==> src/xbus_consts.vh <==
// Constants for the X-Bus peripheral decode block
// Operation
// (RULE1) Floppy range bit picks primary or secondary
// (RULE2) Drive-interface read returns inverted disk change
// (RULE3) Disk change low at reset disables floppy
// (RULE4) Either light bit asserts disk light low
// (RULE5) Config RAM: 32 pages of 256 bytes
// (RULE6) Page bits drive upper address in window
// (RULE7) Read/write strobes for window I/O cycles
// (RULE8) Page drive and strobes need enable bit
// (RULE9) Mode bit: separate selects or encoded code
// (RULE10) GP window: base low/high, mask, 1-256 bytes
// (RULE11) Encoded mode decodes GP0/1, IDE, parallel, serial
// (RULE12) Codes 000..110 per device, 111 idle
// (RULE13) Four bits route serial ranges to A or B
// (RULE14) Direction high for reads toward system data
// (RULE15) Buffer enable for enabled peripheral I/O cycles
// (RULE16) GP match ignores masked address bits
// (RULE17) One code per cycle, lowest code wins
`ifndef XBUS_CONSTS_VH
`define XBUS_CONSTS_VH
`define FLOPPY_PRI_BASE    16'h03f0
`define FLOPPY_SEC_BASE    16'h0370
`define FLOPPY_DIR_LOW     3'h7
`define CFG_RAM_BASE       8'h08
`define CFG_PAGE_PORT      16'h0c00
`define SERIAL1_BASE       16'h03f8
`define SERIAL2_BASE       16'h02f8
`define PARALLEL_BASE      16'h0378
`define IDE0_BASE          16'h01f0
`define IDE1_BASE          16'h03f6
`define PCSA_FLOPPY_EN     0
`define PCSA_FLOPPY_SEC    5
`define PCSB_SER1_EN       0
`define PCSB_SER1_TO_B     1
`define PCSB_SER2_EN       2
`define PCSB_SER2_TO_B     3
`define PCSB_PARALLEL_EN   4
`define PCSB_IDE_EN        5
`define PCSB_CFG_RAM_EN    7
`define CODE_SERIAL_A      3'h0
`define CODE_SERIAL_B      3'h1
`define CODE_PARALLEL      3'h2
`define CODE_IDE0          3'h3
`define CODE_IDE1          3'h4
`define CODE_GP0           3'h5
`define CODE_GP1           3'h6
`define CODE_IDLE          3'h7
`define PAGE_RESET         8'h00
`endif

==> src/xbus_peripheral_decode.v <==
// X-Bus peripheral chip select, config RAM and buffer control
`include "xbus_consts.vh"
`default_nettype none
module xbus_peripheral_decode #(
   parameter GP_COUNT = 3
) (
   input  wire                  ref_clk,
   input  wire                  rst,
   input  wire [15:0]           ioAddr,
   input  wire                  ioRead,
   input  wire                  ioWrite,
   input  wire                  memRead,
   input  wire                  dmaWrite,
   input  wire                  dmaRead,
   input  wire                  biosHit,
   input  wire [7:0]            sdIn,
   input  wire                  disk_change_n,
   input  wire [1:0]            diskLightBits,
   input  wire [7:0]            periphSelA,
   input  wire [7:0]            periphSelB,
   input  wire                  modeEncoded,
   input  wire [GP_COUNT-1:0]   gpEnable,
   input  wire [8*GP_COUNT-1:0] gpBaseLow,
   input  wire [8*GP_COUNT-1:0] gpBaseHigh,
   input  wire [8*GP_COUNT-1:0] gpMask,
   output reg  [7:0]            sdOut,
   output reg  [7:0]            sdOutEn_n,
   output reg                   floppy_select_n,
   output reg                   disk_light_n,
   output reg                   cfg_ram_read_n,
   output reg                   cfg_ram_write_n,
   output reg  [4:0]            pageAddr,
   output reg                   pageAddrEn_n,
   output reg  [2:0]            gp_select_n,
   output reg                   xbuf_direction,
   output reg                   xbuf_output_enable_n,
   output reg                   floppyPresent
);

   // ------------------------------------------------------------
   // Address helpers
   // ------------------------------------------------------------
   function inRange8;
      input [15:0] addr;
      input [15:0] base;
      begin
         inRange8 = (addr[15:3] == base[15:3]);
      end
   endfunction

   function gpHit;
      input [15:0] addr;
      input [7:0]  lo;
      input [7:0]  hi;
      input [7:0]  mask;
      begin
         gpHit = (((addr ^ {hi, lo}) & ~{8'h00, mask}) == 16'h0000);
      end
   endfunction

   // ------------------------------------------------------------
   // Floppy presence strap
   // ------------------------------------------------------------
   // Strap caught by the clock, never by the async reset itself;
   // the first edge after release still sees the reset-time level.
   reg strapDone_q;
   reg floppyPresent_q;

   always @(posedge ref_clk or posedge rst) begin
      if (rst) begin
         strapDone_q     <= 1'b0;
         floppyPresent_q <= 1'b0;
      end else if (!strapDone_q) begin
         strapDone_q     <= 1'b1;
         floppyPresent_q <= disk_change_n; // [RULE3]
      end
   end

   // ------------------------------------------------------------
   // Config RAM page register
   // ------------------------------------------------------------
   reg  [7:0] page_q;
   wire       pageHit = (ioAddr == `CFG_PAGE_PORT);

   always @(posedge ref_clk or posedge rst) begin
      if (rst) begin
         page_q <= `PAGE_RESET;
      end else if (ioWrite && pageHit) begin
         page_q <= sdIn;
      end
   end

   // ------------------------------------------------------------
   // Decode
   // ------------------------------------------------------------
   wire ioCycle = ioRead | ioWrite;
   wire floppySec = periphSelA[`PCSA_FLOPPY_SEC];
   wire [15:0] floppyBase = floppySec ? `FLOPPY_SEC_BASE
                                      : `FLOPPY_PRI_BASE; // [RULE1]
   wire floppyOn = periphSelA[`PCSA_FLOPPY_EN] & floppyPresent_q;
   wire floppyHit = floppyOn & inRange8(ioAddr, floppyBase); // [RULE3]
   wire dirHit = floppyHit
               & (ioAddr[2:0] == `FLOPPY_DIR_LOW); // [RULE2]

   // Window of 256 bytes, page picks one of 32 banks
   wire cfgOn  = periphSelB[`PCSB_CFG_RAM_EN]; // [RULE8]
   wire cfgHit = cfgOn
               & (ioAddr[15:8] == `CFG_RAM_BASE); // [RULE5]

   wire ser1 = periphSelB[`PCSB_SER1_EN]
             & inRange8(ioAddr, `SERIAL1_BASE);
   wire ser2 = periphSelB[`PCSB_SER2_EN]
             & inRange8(ioAddr, `SERIAL2_BASE);
   wire serA = (ser1 & ~periphSelB[`PCSB_SER1_TO_B])
             | (ser2 & ~periphSelB[`PCSB_SER2_TO_B]); // [RULE13]
   wire serB = (ser1 & periphSelB[`PCSB_SER1_TO_B])
             | (ser2 & periphSelB[`PCSB_SER2_TO_B]); // [RULE13]
   wire parHit = periphSelB[`PCSB_PARALLEL_EN]
               & inRange8(ioAddr, `PARALLEL_BASE);
   wire ide0 = periphSelB[`PCSB_IDE_EN]
             & inRange8(ioAddr, `IDE0_BASE);
   // Two-byte range, so only bit 0 is ignored
   wire [15:0] ide1Base = `IDE1_BASE;
   wire ide1 = periphSelB[`PCSB_IDE_EN]
             & (ioAddr[15:1] == ide1Base[15:1]);

   wire [GP_COUNT-1:0] gpMatch;
   genvar g;
   generate
      for (g = 0; g < GP_COUNT; g = g + 1) begin : gpDecode
         assign gpMatch[g] = gpEnable[g]
            & gpHit(ioAddr, gpBaseLow[8*g+7:8*g],
                    gpBaseHigh[8*g+7:8*g],
                    gpMask[8*g+7:8*g]); // [RULE10] [RULE16]
      end
   endgenerate

   // Lowest code wins when ranges overlap
   reg [2:0] code;
   always @* begin
      if (!ioCycle)
         code = `CODE_IDLE;
      else if (serA)
         code = `CODE_SERIAL_A; // [RULE17]
      else if (serB)
         code = `CODE_SERIAL_B;
      else if (parHit)
         code = `CODE_PARALLEL;
      else if (ide0)
         code = `CODE_IDE0;
      else if (ide1)
         code = `CODE_IDE1;
      else if (gpMatch[0])
         code = `CODE_GP0; // [RULE11]
      else if (gpMatch[1])
         code = `CODE_GP1;
      else
         code = `CODE_IDLE; // [RULE12]
   end

   wire anyPeriph = floppyHit | serA | serB | parHit | ide0 | ide1
                  | (|gpMatch) | cfgHit;

   // ------------------------------------------------------------
   // Output registers
   // ------------------------------------------------------------
   always @(posedge ref_clk or posedge rst) begin
      if (rst) begin
         sdOut                <= 8'h00;
         sdOutEn_n            <= 8'hff;
         floppy_select_n      <= 1'b1;
         disk_light_n         <= 1'b1;
         cfg_ram_read_n       <= 1'b1;
         cfg_ram_write_n      <= 1'b1;
         pageAddr             <= 5'h00;
         pageAddrEn_n         <= 1'b1;
         gp_select_n          <= 3'h7;
         xbuf_direction       <= 1'b0;
         xbuf_output_enable_n <= 1'b1;
         floppyPresent        <= 1'b0;
      end else begin
         floppyPresent   <= floppyPresent_q;
         floppy_select_n <= ~(ioCycle & floppyHit); // [RULE1]
         disk_light_n    <= ~(|diskLightBits); // [RULE4]
         cfg_ram_read_n  <= ~(ioRead & cfgHit); // [RULE7]
         cfg_ram_write_n <= ~(ioWrite & cfgHit); // [RULE7]
         pageAddr        <= page_q[4:0]; // [RULE6]
         pageAddrEn_n    <= ~(ioCycle & cfgHit); // [RULE6]
         // Floppy readback drives only bit 7; rest stays released
         if (ioRead && pageHit) begin
            sdOut     <= page_q;
            sdOutEn_n <= 8'h00;
         end else if (ioRead && dirHit) begin
            sdOut     <= {~disk_change_n, 7'h00}; // [RULE2]
            sdOutEn_n <= 8'h7f;
         end else begin
            sdOut     <= 8'h00;
            sdOutEn_n <= 8'hff;
         end
         if (modeEncoded)
            gp_select_n <= code; // [RULE9]
         else
            gp_select_n <= ~({3{ioCycle}} & gpMatch[2:0]); // [RULE9]
         xbuf_direction <= ioRead | dmaWrite
                         | ((memRead | dmaRead) & biosHit); // [RULE14]
         xbuf_output_enable_n <= ~(ioCycle & anyPeriph); // [RULE15]
      end
   end

endmodule
`default_nettype wire

==> config.mk <==
export PLATFORM = sky130hd
export DESIGN_NAME = xbus_peripheral_decode
export DESIGN_NICKNAME = d
export VERILOG_FILES = /design/src/xbus_peripheral_decode.v
export VERILOG_INCLUDE_DIRS = /design/src
export SDC_FILE = /design/constraint.sdc
export NUM_CORES = 1
export LEC_CHECK = 0
export BUFFER_PORTS_ARGS = -buffer_cell sky130_fd_sc_hd__buf_2
export CORE_ASPECT_RATIO = 1.2
export CORE_UTILIZATION = 41
export CTS_CLUSTER_SIZE = 40
export DETAILED_ROUTE_END_ITERATION = 16
export GPL_TIMING_DRIVEN = 0
export MAX_ROUTING_LAYER = met4
export PLACE_DENSITY_LB_ADDON = 0.12
export SLEW_MARGIN = 15
export SYNTH_ARGS = -nofsm -noshare
export SYNTH_HDL_FRONTEND = slang
export SYNTH_SLANG_ARGS = --single-unit
==> constraint.sdc <==
create_clock -name ref_clk -period 2 [get_ports ref_clk]
set_clock_uncertainty 0.15 [all_clocks]
set_input_delay 0.4 -clock ref_clk [delete_from_list [all_inputs] [get_ports ref_clk]]
set_output_delay 0.4 -clock ref_clk [all_outputs]
set_load 0.05 [all_outputs]
; ---- After elaboration in Yosys (flattened, before gate mapping)
; Cells that the tools add are included.
[op_classes]
n_addsub = 0
n_mul = 0
n_div = 0
magnitude_cmp = 0
n_eq_ne = 9
shifts = 0
mux = 14
n_bitwise = 55
n_reduce_logical = 8
[op_table]
columns = operator, count
row1 = bitwise AND 16 bit, 3
row2 = zero test 16 bit, 3
row3 = NOT 8 -> 16 bit, 3
row4 = bitwise XOR 16 bit, 3
row5 = two-way mux 8 bit, 5
row6 = equality test 13 x 7 -> 1 bit (second input constant), 3
row7 = bitwise AND 1 bit, 22
row8 = two-way mux 3 bit, 6
row9 = equality test 16 x 12 -> 1 bit (second input constant), 1
row10 = equality test 15 x 9 -> 1 bit (second input constant), 1
row11 = equality test 13 x 6 -> 1 bit (second input constant), 1
row12 = equality test 13 x 7 -> 1 bit, 1
row13 = bitwise OR 1 bit, 13
row14 = NOT 1 bit, 9
row15 = equality test 8 x 4 -> 1 bit (second input constant), 1
row16 = two-way mux 2 bit, 2
row17 = bitwise AND 3 bit, 1
row18 = equality test 3 bit (second input constant), 1
row19 = logical AND 1 bit, 3
row20 = NOT 3 bit, 1
row21 = OR reduction 3 bit, 1
row22 = OR reduction 2 bit, 1
row23 = two-way mux 1 bit, 1
[word_totals]
ff_bits = 42
latchBits = 0
ramBits = 0
romBits = 0
inputBits = 127
out_inout_bits = 32
n_memories = 0

; ---- Logic depth before layout (Yosys ltp)
[depth]
word_depth = 13
mapped_depth = 7
mapped_depth_nobuf = 6

; ---- Worst setup path before layout
; No wires, ideal clock.
[synth_path]
kind = input-to-reg
start = in ioAddr[7]
end = reg gp_select_n[1]
setup_ns = 0.078
arrival_ns = 1.779
required_time_ns = 1.772
slack_ns = -0.007
cell_stages = 7
path_cell_list = buf_6 xnor2_2 o22ai_1 or4_4 nor3_4 o21ai_1 a31o_1
[synth_between]
elab_chain_cells = 12
[synth_lines]
columns = item, line
row1 = from (decl), xbus_peripheral_decode.v:9  ; input wire [15:0] ioAddr,
row2 = bitwise XOR 16 bit, xbus_peripheral_decode.v:57  ; gpHit = (((addr ^ {hi, lo}) & ~{8'h00, mask}) == 16'h0000);
row3 = bitwise AND 16 bit, xbus_peripheral_decode.v:57
row4 = zero test 16 bit, xbus_peripheral_decode.v:57
row5 = bitwise AND 1 bit, xbus_peripheral_decode.v:132  ; & gpHit(ioAddr, gpBaseLow[8*g+7:8*g],
row6 = two-way mux 2 bit, xbus_peripheral_decode.v:153  ; else if (gpMatch[0])
row7 = two-way mux 2 bit, xbus_peripheral_decode.v:151  ; else if (ide1)
row8 = two-way mux 3 bit, xbus_peripheral_decode.v:149  ; else if (ide0)
row9 = two-way mux 3 bit, xbus_peripheral_decode.v:147  ; else if (parHit)
row10 = two-way mux 3 bit, xbus_peripheral_decode.v:145  ; else if (serB)
row11 = two-way mux 3 bit, xbus_peripheral_decode.v:143  ; else if (serA)
row12 = two-way mux 3 bit, xbus_peripheral_decode.v:141  ; if (!ioCycle)
row13 = two-way mux 3 bit (*), xbus_peripheral_decode.v:200  ; if (modeEncoded)
row14 = to (signal assigned), xbus_peripheral_decode.v:201  ; gp_select_n <= code;
row15 = to (signal assigned), xbus_peripheral_decode.v:203  ; gp_select_n <= ~({3{ioCycle}} & gpMatch[2:0]);
row16 = to (decl), xbus_peripheral_decode.v:34  ; output reg [2:0] gp_select_n,
; Every way passes the cells marked *; elsewhere a longest branch is shown, timed or not.
; A chain may end at the register's enable or synchronous reset.

; ---- Worst setup path after layout
[layout_path]
start = in ioAddr[14]
end = reg sdOut[7]
[layout_between]
elab_chain_cells = 6
[layout_lines]
columns = item, line
row1 = equality test 13 x 7 -> 1 bit, xbus_peripheral_decode.v:47  ; inRange8 = (addr[15:3] == base[15:3]);
row2 = bitwise AND 1 bit, xbus_peripheral_decode.v:101  ; wire floppyHit = floppyOn & inRange8(ioAddr, floppyBase);
row3 = bitwise AND 1 bit, xbus_peripheral_decode.v:102  ; wire dirHit = floppyHit
row4 = logical AND 1 bit, xbus_peripheral_decode.v:193  ; end else if (ioRead && dirHit) begin
row5 = two-way mux 8 bit, xbus_peripheral_decode.v:193
row6 = two-way mux 8 bit (*), xbus_peripheral_decode.v:190  ; if (ioRead && pageHit) begin
row7 = to (signal assigned), xbus_peripheral_decode.v:191  ; sdOut <= page_q;
row8 = to (signal assigned), xbus_peripheral_decode.v:194  ; sdOut <= {~disk_change_n, 7'h00};
row9 = to (decl), xbus_peripheral_decode.v:26  ; output reg [7:0] sdOut,
; Marked as above.

==> impl_results.md <==
* Antenna viol nets, final at 0
* PD cells at between 500 and 600 nW/µm²
* Layout cells sized above 1 at between 50% and 60%
* Fin crit share at between 90 and 100%
* Pins Over Slew Limit at 0
* Die area at roughly 5800 µm²
* H-tree depth at 2
* CTS clk-pin slew, worst paths at ~70 ps
* Status: completed
* Max clock buf depth at 2
* Worst Path Arrival at 1900 ps
* Final Worst Setup Slack at 148 ps
* Setup CP Type: in2reg
* Post-route cell area at between 3000 and 4000 µm²
* Setup TNS at 0 ps
* Number of flops mapped to enable cells by yosys at 0
* Num Clock Sinks at 36
* ANT cells at 0
* DIE HEIGHT at 83.1 µm
* Pre-CTS setup slack at -331 ps
* Starting density of the core at 42.4%
* Post-layout util at between 50% and 60%
* NumNets Final at roughly 500
* Slew @ Worst Pin at around 700 ps
* Number of fill cells at 494
* Routed wire per std cell at around 13 µm
* Placer Congestion at around 0.89
* Root Buffer: clkbuf_8
* Post-Syn Instances at 218
* Iteration-0 DRC Markers at 65
* Seq/Total Area, Yosys at between 40 and 50%
* Rel. slew slack at 53.7%
* Core ar. at ~5300 µm²
* DP Area at roughly 3000 µm²
* Final wirelength at between 5000 and 6000 µm
* WP data required at ~2000 ps
* Gr ovfl total at 0
* CP startpoint kind: input pin
* Initial antenna violation count at 0
* Most frequent cells in the layout: buf_2 (142), xnor2_1 (43), dfrtp_1 (25)
* Cell row count at 29
* Gr usage total at 20.7%
* Synth warn at 0
* DP HPWL at between 4000 and 5000 µm
* Hold Fails Final Rpt at 0
* Via density at 4.96
* Post-Syn Area at 2240 µm²
* Dominant synthesized flop cell: dfrtp_1
* CTS buffer count at 5
* Avg Cell Area, Syn at approximately 10 µm²
* Hold WC Path Type: in2async
* First-pass GRT wire length at 9170 µm
* CP max FO at 9
* Number of global-route vias before repair at 2158
* Synth-to-layout area growth at 40.4%
* Max Clock Freq at 540 MHz
* Syn nets at between 300 and 400
* # DRC at 0
* Min Tclk post-route at 1850 ps
* Max cap viols at 0
* Most common cell after layout, fill and taps aside: buf_2
* Vias at 2128
* Num ports at 159
* Clock latency on the worst-skew pair at between 200 and 300 ps
* CTS tree: built
* Largest net degree at the start of global routing at 37
* Die Wd at 69.5 µm
* 1st-pass router iterations at 4
* Port bufs at 140
* Leak at approximately 1.6 nW
* RSZ-0062 raised after global routing: no
* Async set or reset register ratio after synthesis at between 90% and 100%
* FF+latch count, synth at 36
* VDD IR max at 0.000243 V
* Distinct cell type count after synthesis at between 40 and 50
* Setup crit end kind: register
* Final Setup Violations at 0
==> layer usage <==
metal  up-vias  track usage, %  routed length, µm  share of wire, %
met5         -               -                  0                 0
li1       1056               -                  -                 -
met1       956            20.5               2140                38
met4         0            8.72                127               2.3
met3         8            2.67                346               6.2
met2       108            39.7               2980                53
==> final timing paths <==
| path | from | to | slack (ps) | cells after the start |
|---|---|---|---|---|
| max | ioAddr[14] | sdOut[7]$_DFF_PP0_ | 150 | 7 |
| min | rst | pageAddr[0]$_DFF_PP0_ | 70 | 2 |
| max reg2reg | floppyPresent_q$_DFFE_PP0N_ | sdOut[7]$_DFF_PP0_ | 460 | 6 |
| min reg2reg | page_q[4]$_DFFE_PP0P_ | pageAddr[4]$_DFF_PP0_ | 240 | 0 |
| max in group asynchronous | rst | floppyPresent_q$_DFFE_PP0N_ | 1180 | 2 |
| min in group ref_clk | diskLightBits[0] | disk_light_n$_DFF_PP1_ | 80 | 2 |
==> worst max-delay path, stage by stage <==
cell and delay, ps:
buf_2 150, nor4_4 380, nand2_2 160, nor3_4 370
a41o_1 160, nand2_1 90, a211oi_2 200
==> area by class of cell <==
type                            instances  area (µm²)  share of cell area (%)
Timing Repair Buffer                  141         708                    22.5
Sequential cell                        36         915                    29.0
Inverter                                2        7.51                   0.238
Tap cell                               62        77.6                    2.46
Multi-Input combinational cell        162        1220                    38.6
Buffer                                 18         126                    4.01
Clock buffer                            8         100                    3.18
==> logic make-up after synthesis <==
kind of cell | after synthesis | synth area share, %
AOI/OAI and AO/OA | 30 | 9.48
DFF | 36 | 40.7
and+or+nand+nor | 73 | 19.5
other | 1 | 0.167
muxes | 9 | 4.52
buffers and inverters | 20 | 5.80
xor gates and xnor gates | 49 | 19.8
==> Yosys cell counts, drive strengths merged (2+ instances only) <==
| cell | instances | area share, % |
|---|---|---|
| clkbuf | 6 | 1.0 |
| o2111ai | 2 | 0.78 |
| and3 | 10 | 2.8 |
| dfrtp | 25 | 28 |
| o22ai | 11 | 3.1 |
| nor2 | 12 | 2.0 |
| dfstp | 11 | 13 |
| mux2 | 9 | 4.5 |
| nor3b | 4 | 1.3 |
| xnor2 | 45 | 18 |
| nand2b | 2 | 0.56 |
| nand2 | 14 | 2.5 |
| nor3 | 7 | 2.6 |
| nand4 | 6 | 1.7 |
| buf | 12 | 4.5 |
| o21ai | 6 | 1.3 |
| nand3 | 5 | 1.1 |
| xor2 | 4 | 1.6 |
| and2 | 2 | 0.56 |
| nand3b | 2 | 0.67 |
| inv | 2 | 0.33 |
| o211ai | 2 | 0.67 |
| nor4 | 3 | 1.5 |
==> report_power, final <==
| part | switching, mW | internal, mW | leakage, nW | total, mW |
|---|---|---|---|---|
| logic | 0.185 | 0.192 | 1.05 | 0.377 |
| registers | 0.00292 | 0.741 | 0.454 | 0.744 |
| clock network | 0.230 | 0.314 | 0.0515 | 0.544 |
==> what timing repair did <==
item	4_1_cts	5_1_grt
hold buffers	0	0
buffers inserted	0	1
pin swaps	0	1
resized for setup	2	7
gates cloned	0	0
endpoints found under the setup margin	8	11
==> registers in the layout, summed over array words and instances (netlist names), 2 cells and up <==
signal,flops
sdOutEn_n,2
page_q,8
gp_select_n,3
pageAddr,5
sdOut,8
==> per-stage QoR <==
stage | total power, mW | hold WS [ps] | std cells
CTS | 1.69 | 69.4 | 428
detailed placement | 1.13 | 231 | 420
finish | 1.66 | 73.4 | 429
floorplan | 0.968 | 213 | 218
global placement | 1.13 | 219 | 420
global route | 1.75 | 82.8 | 429
Power figures use the tool's default switching activity.
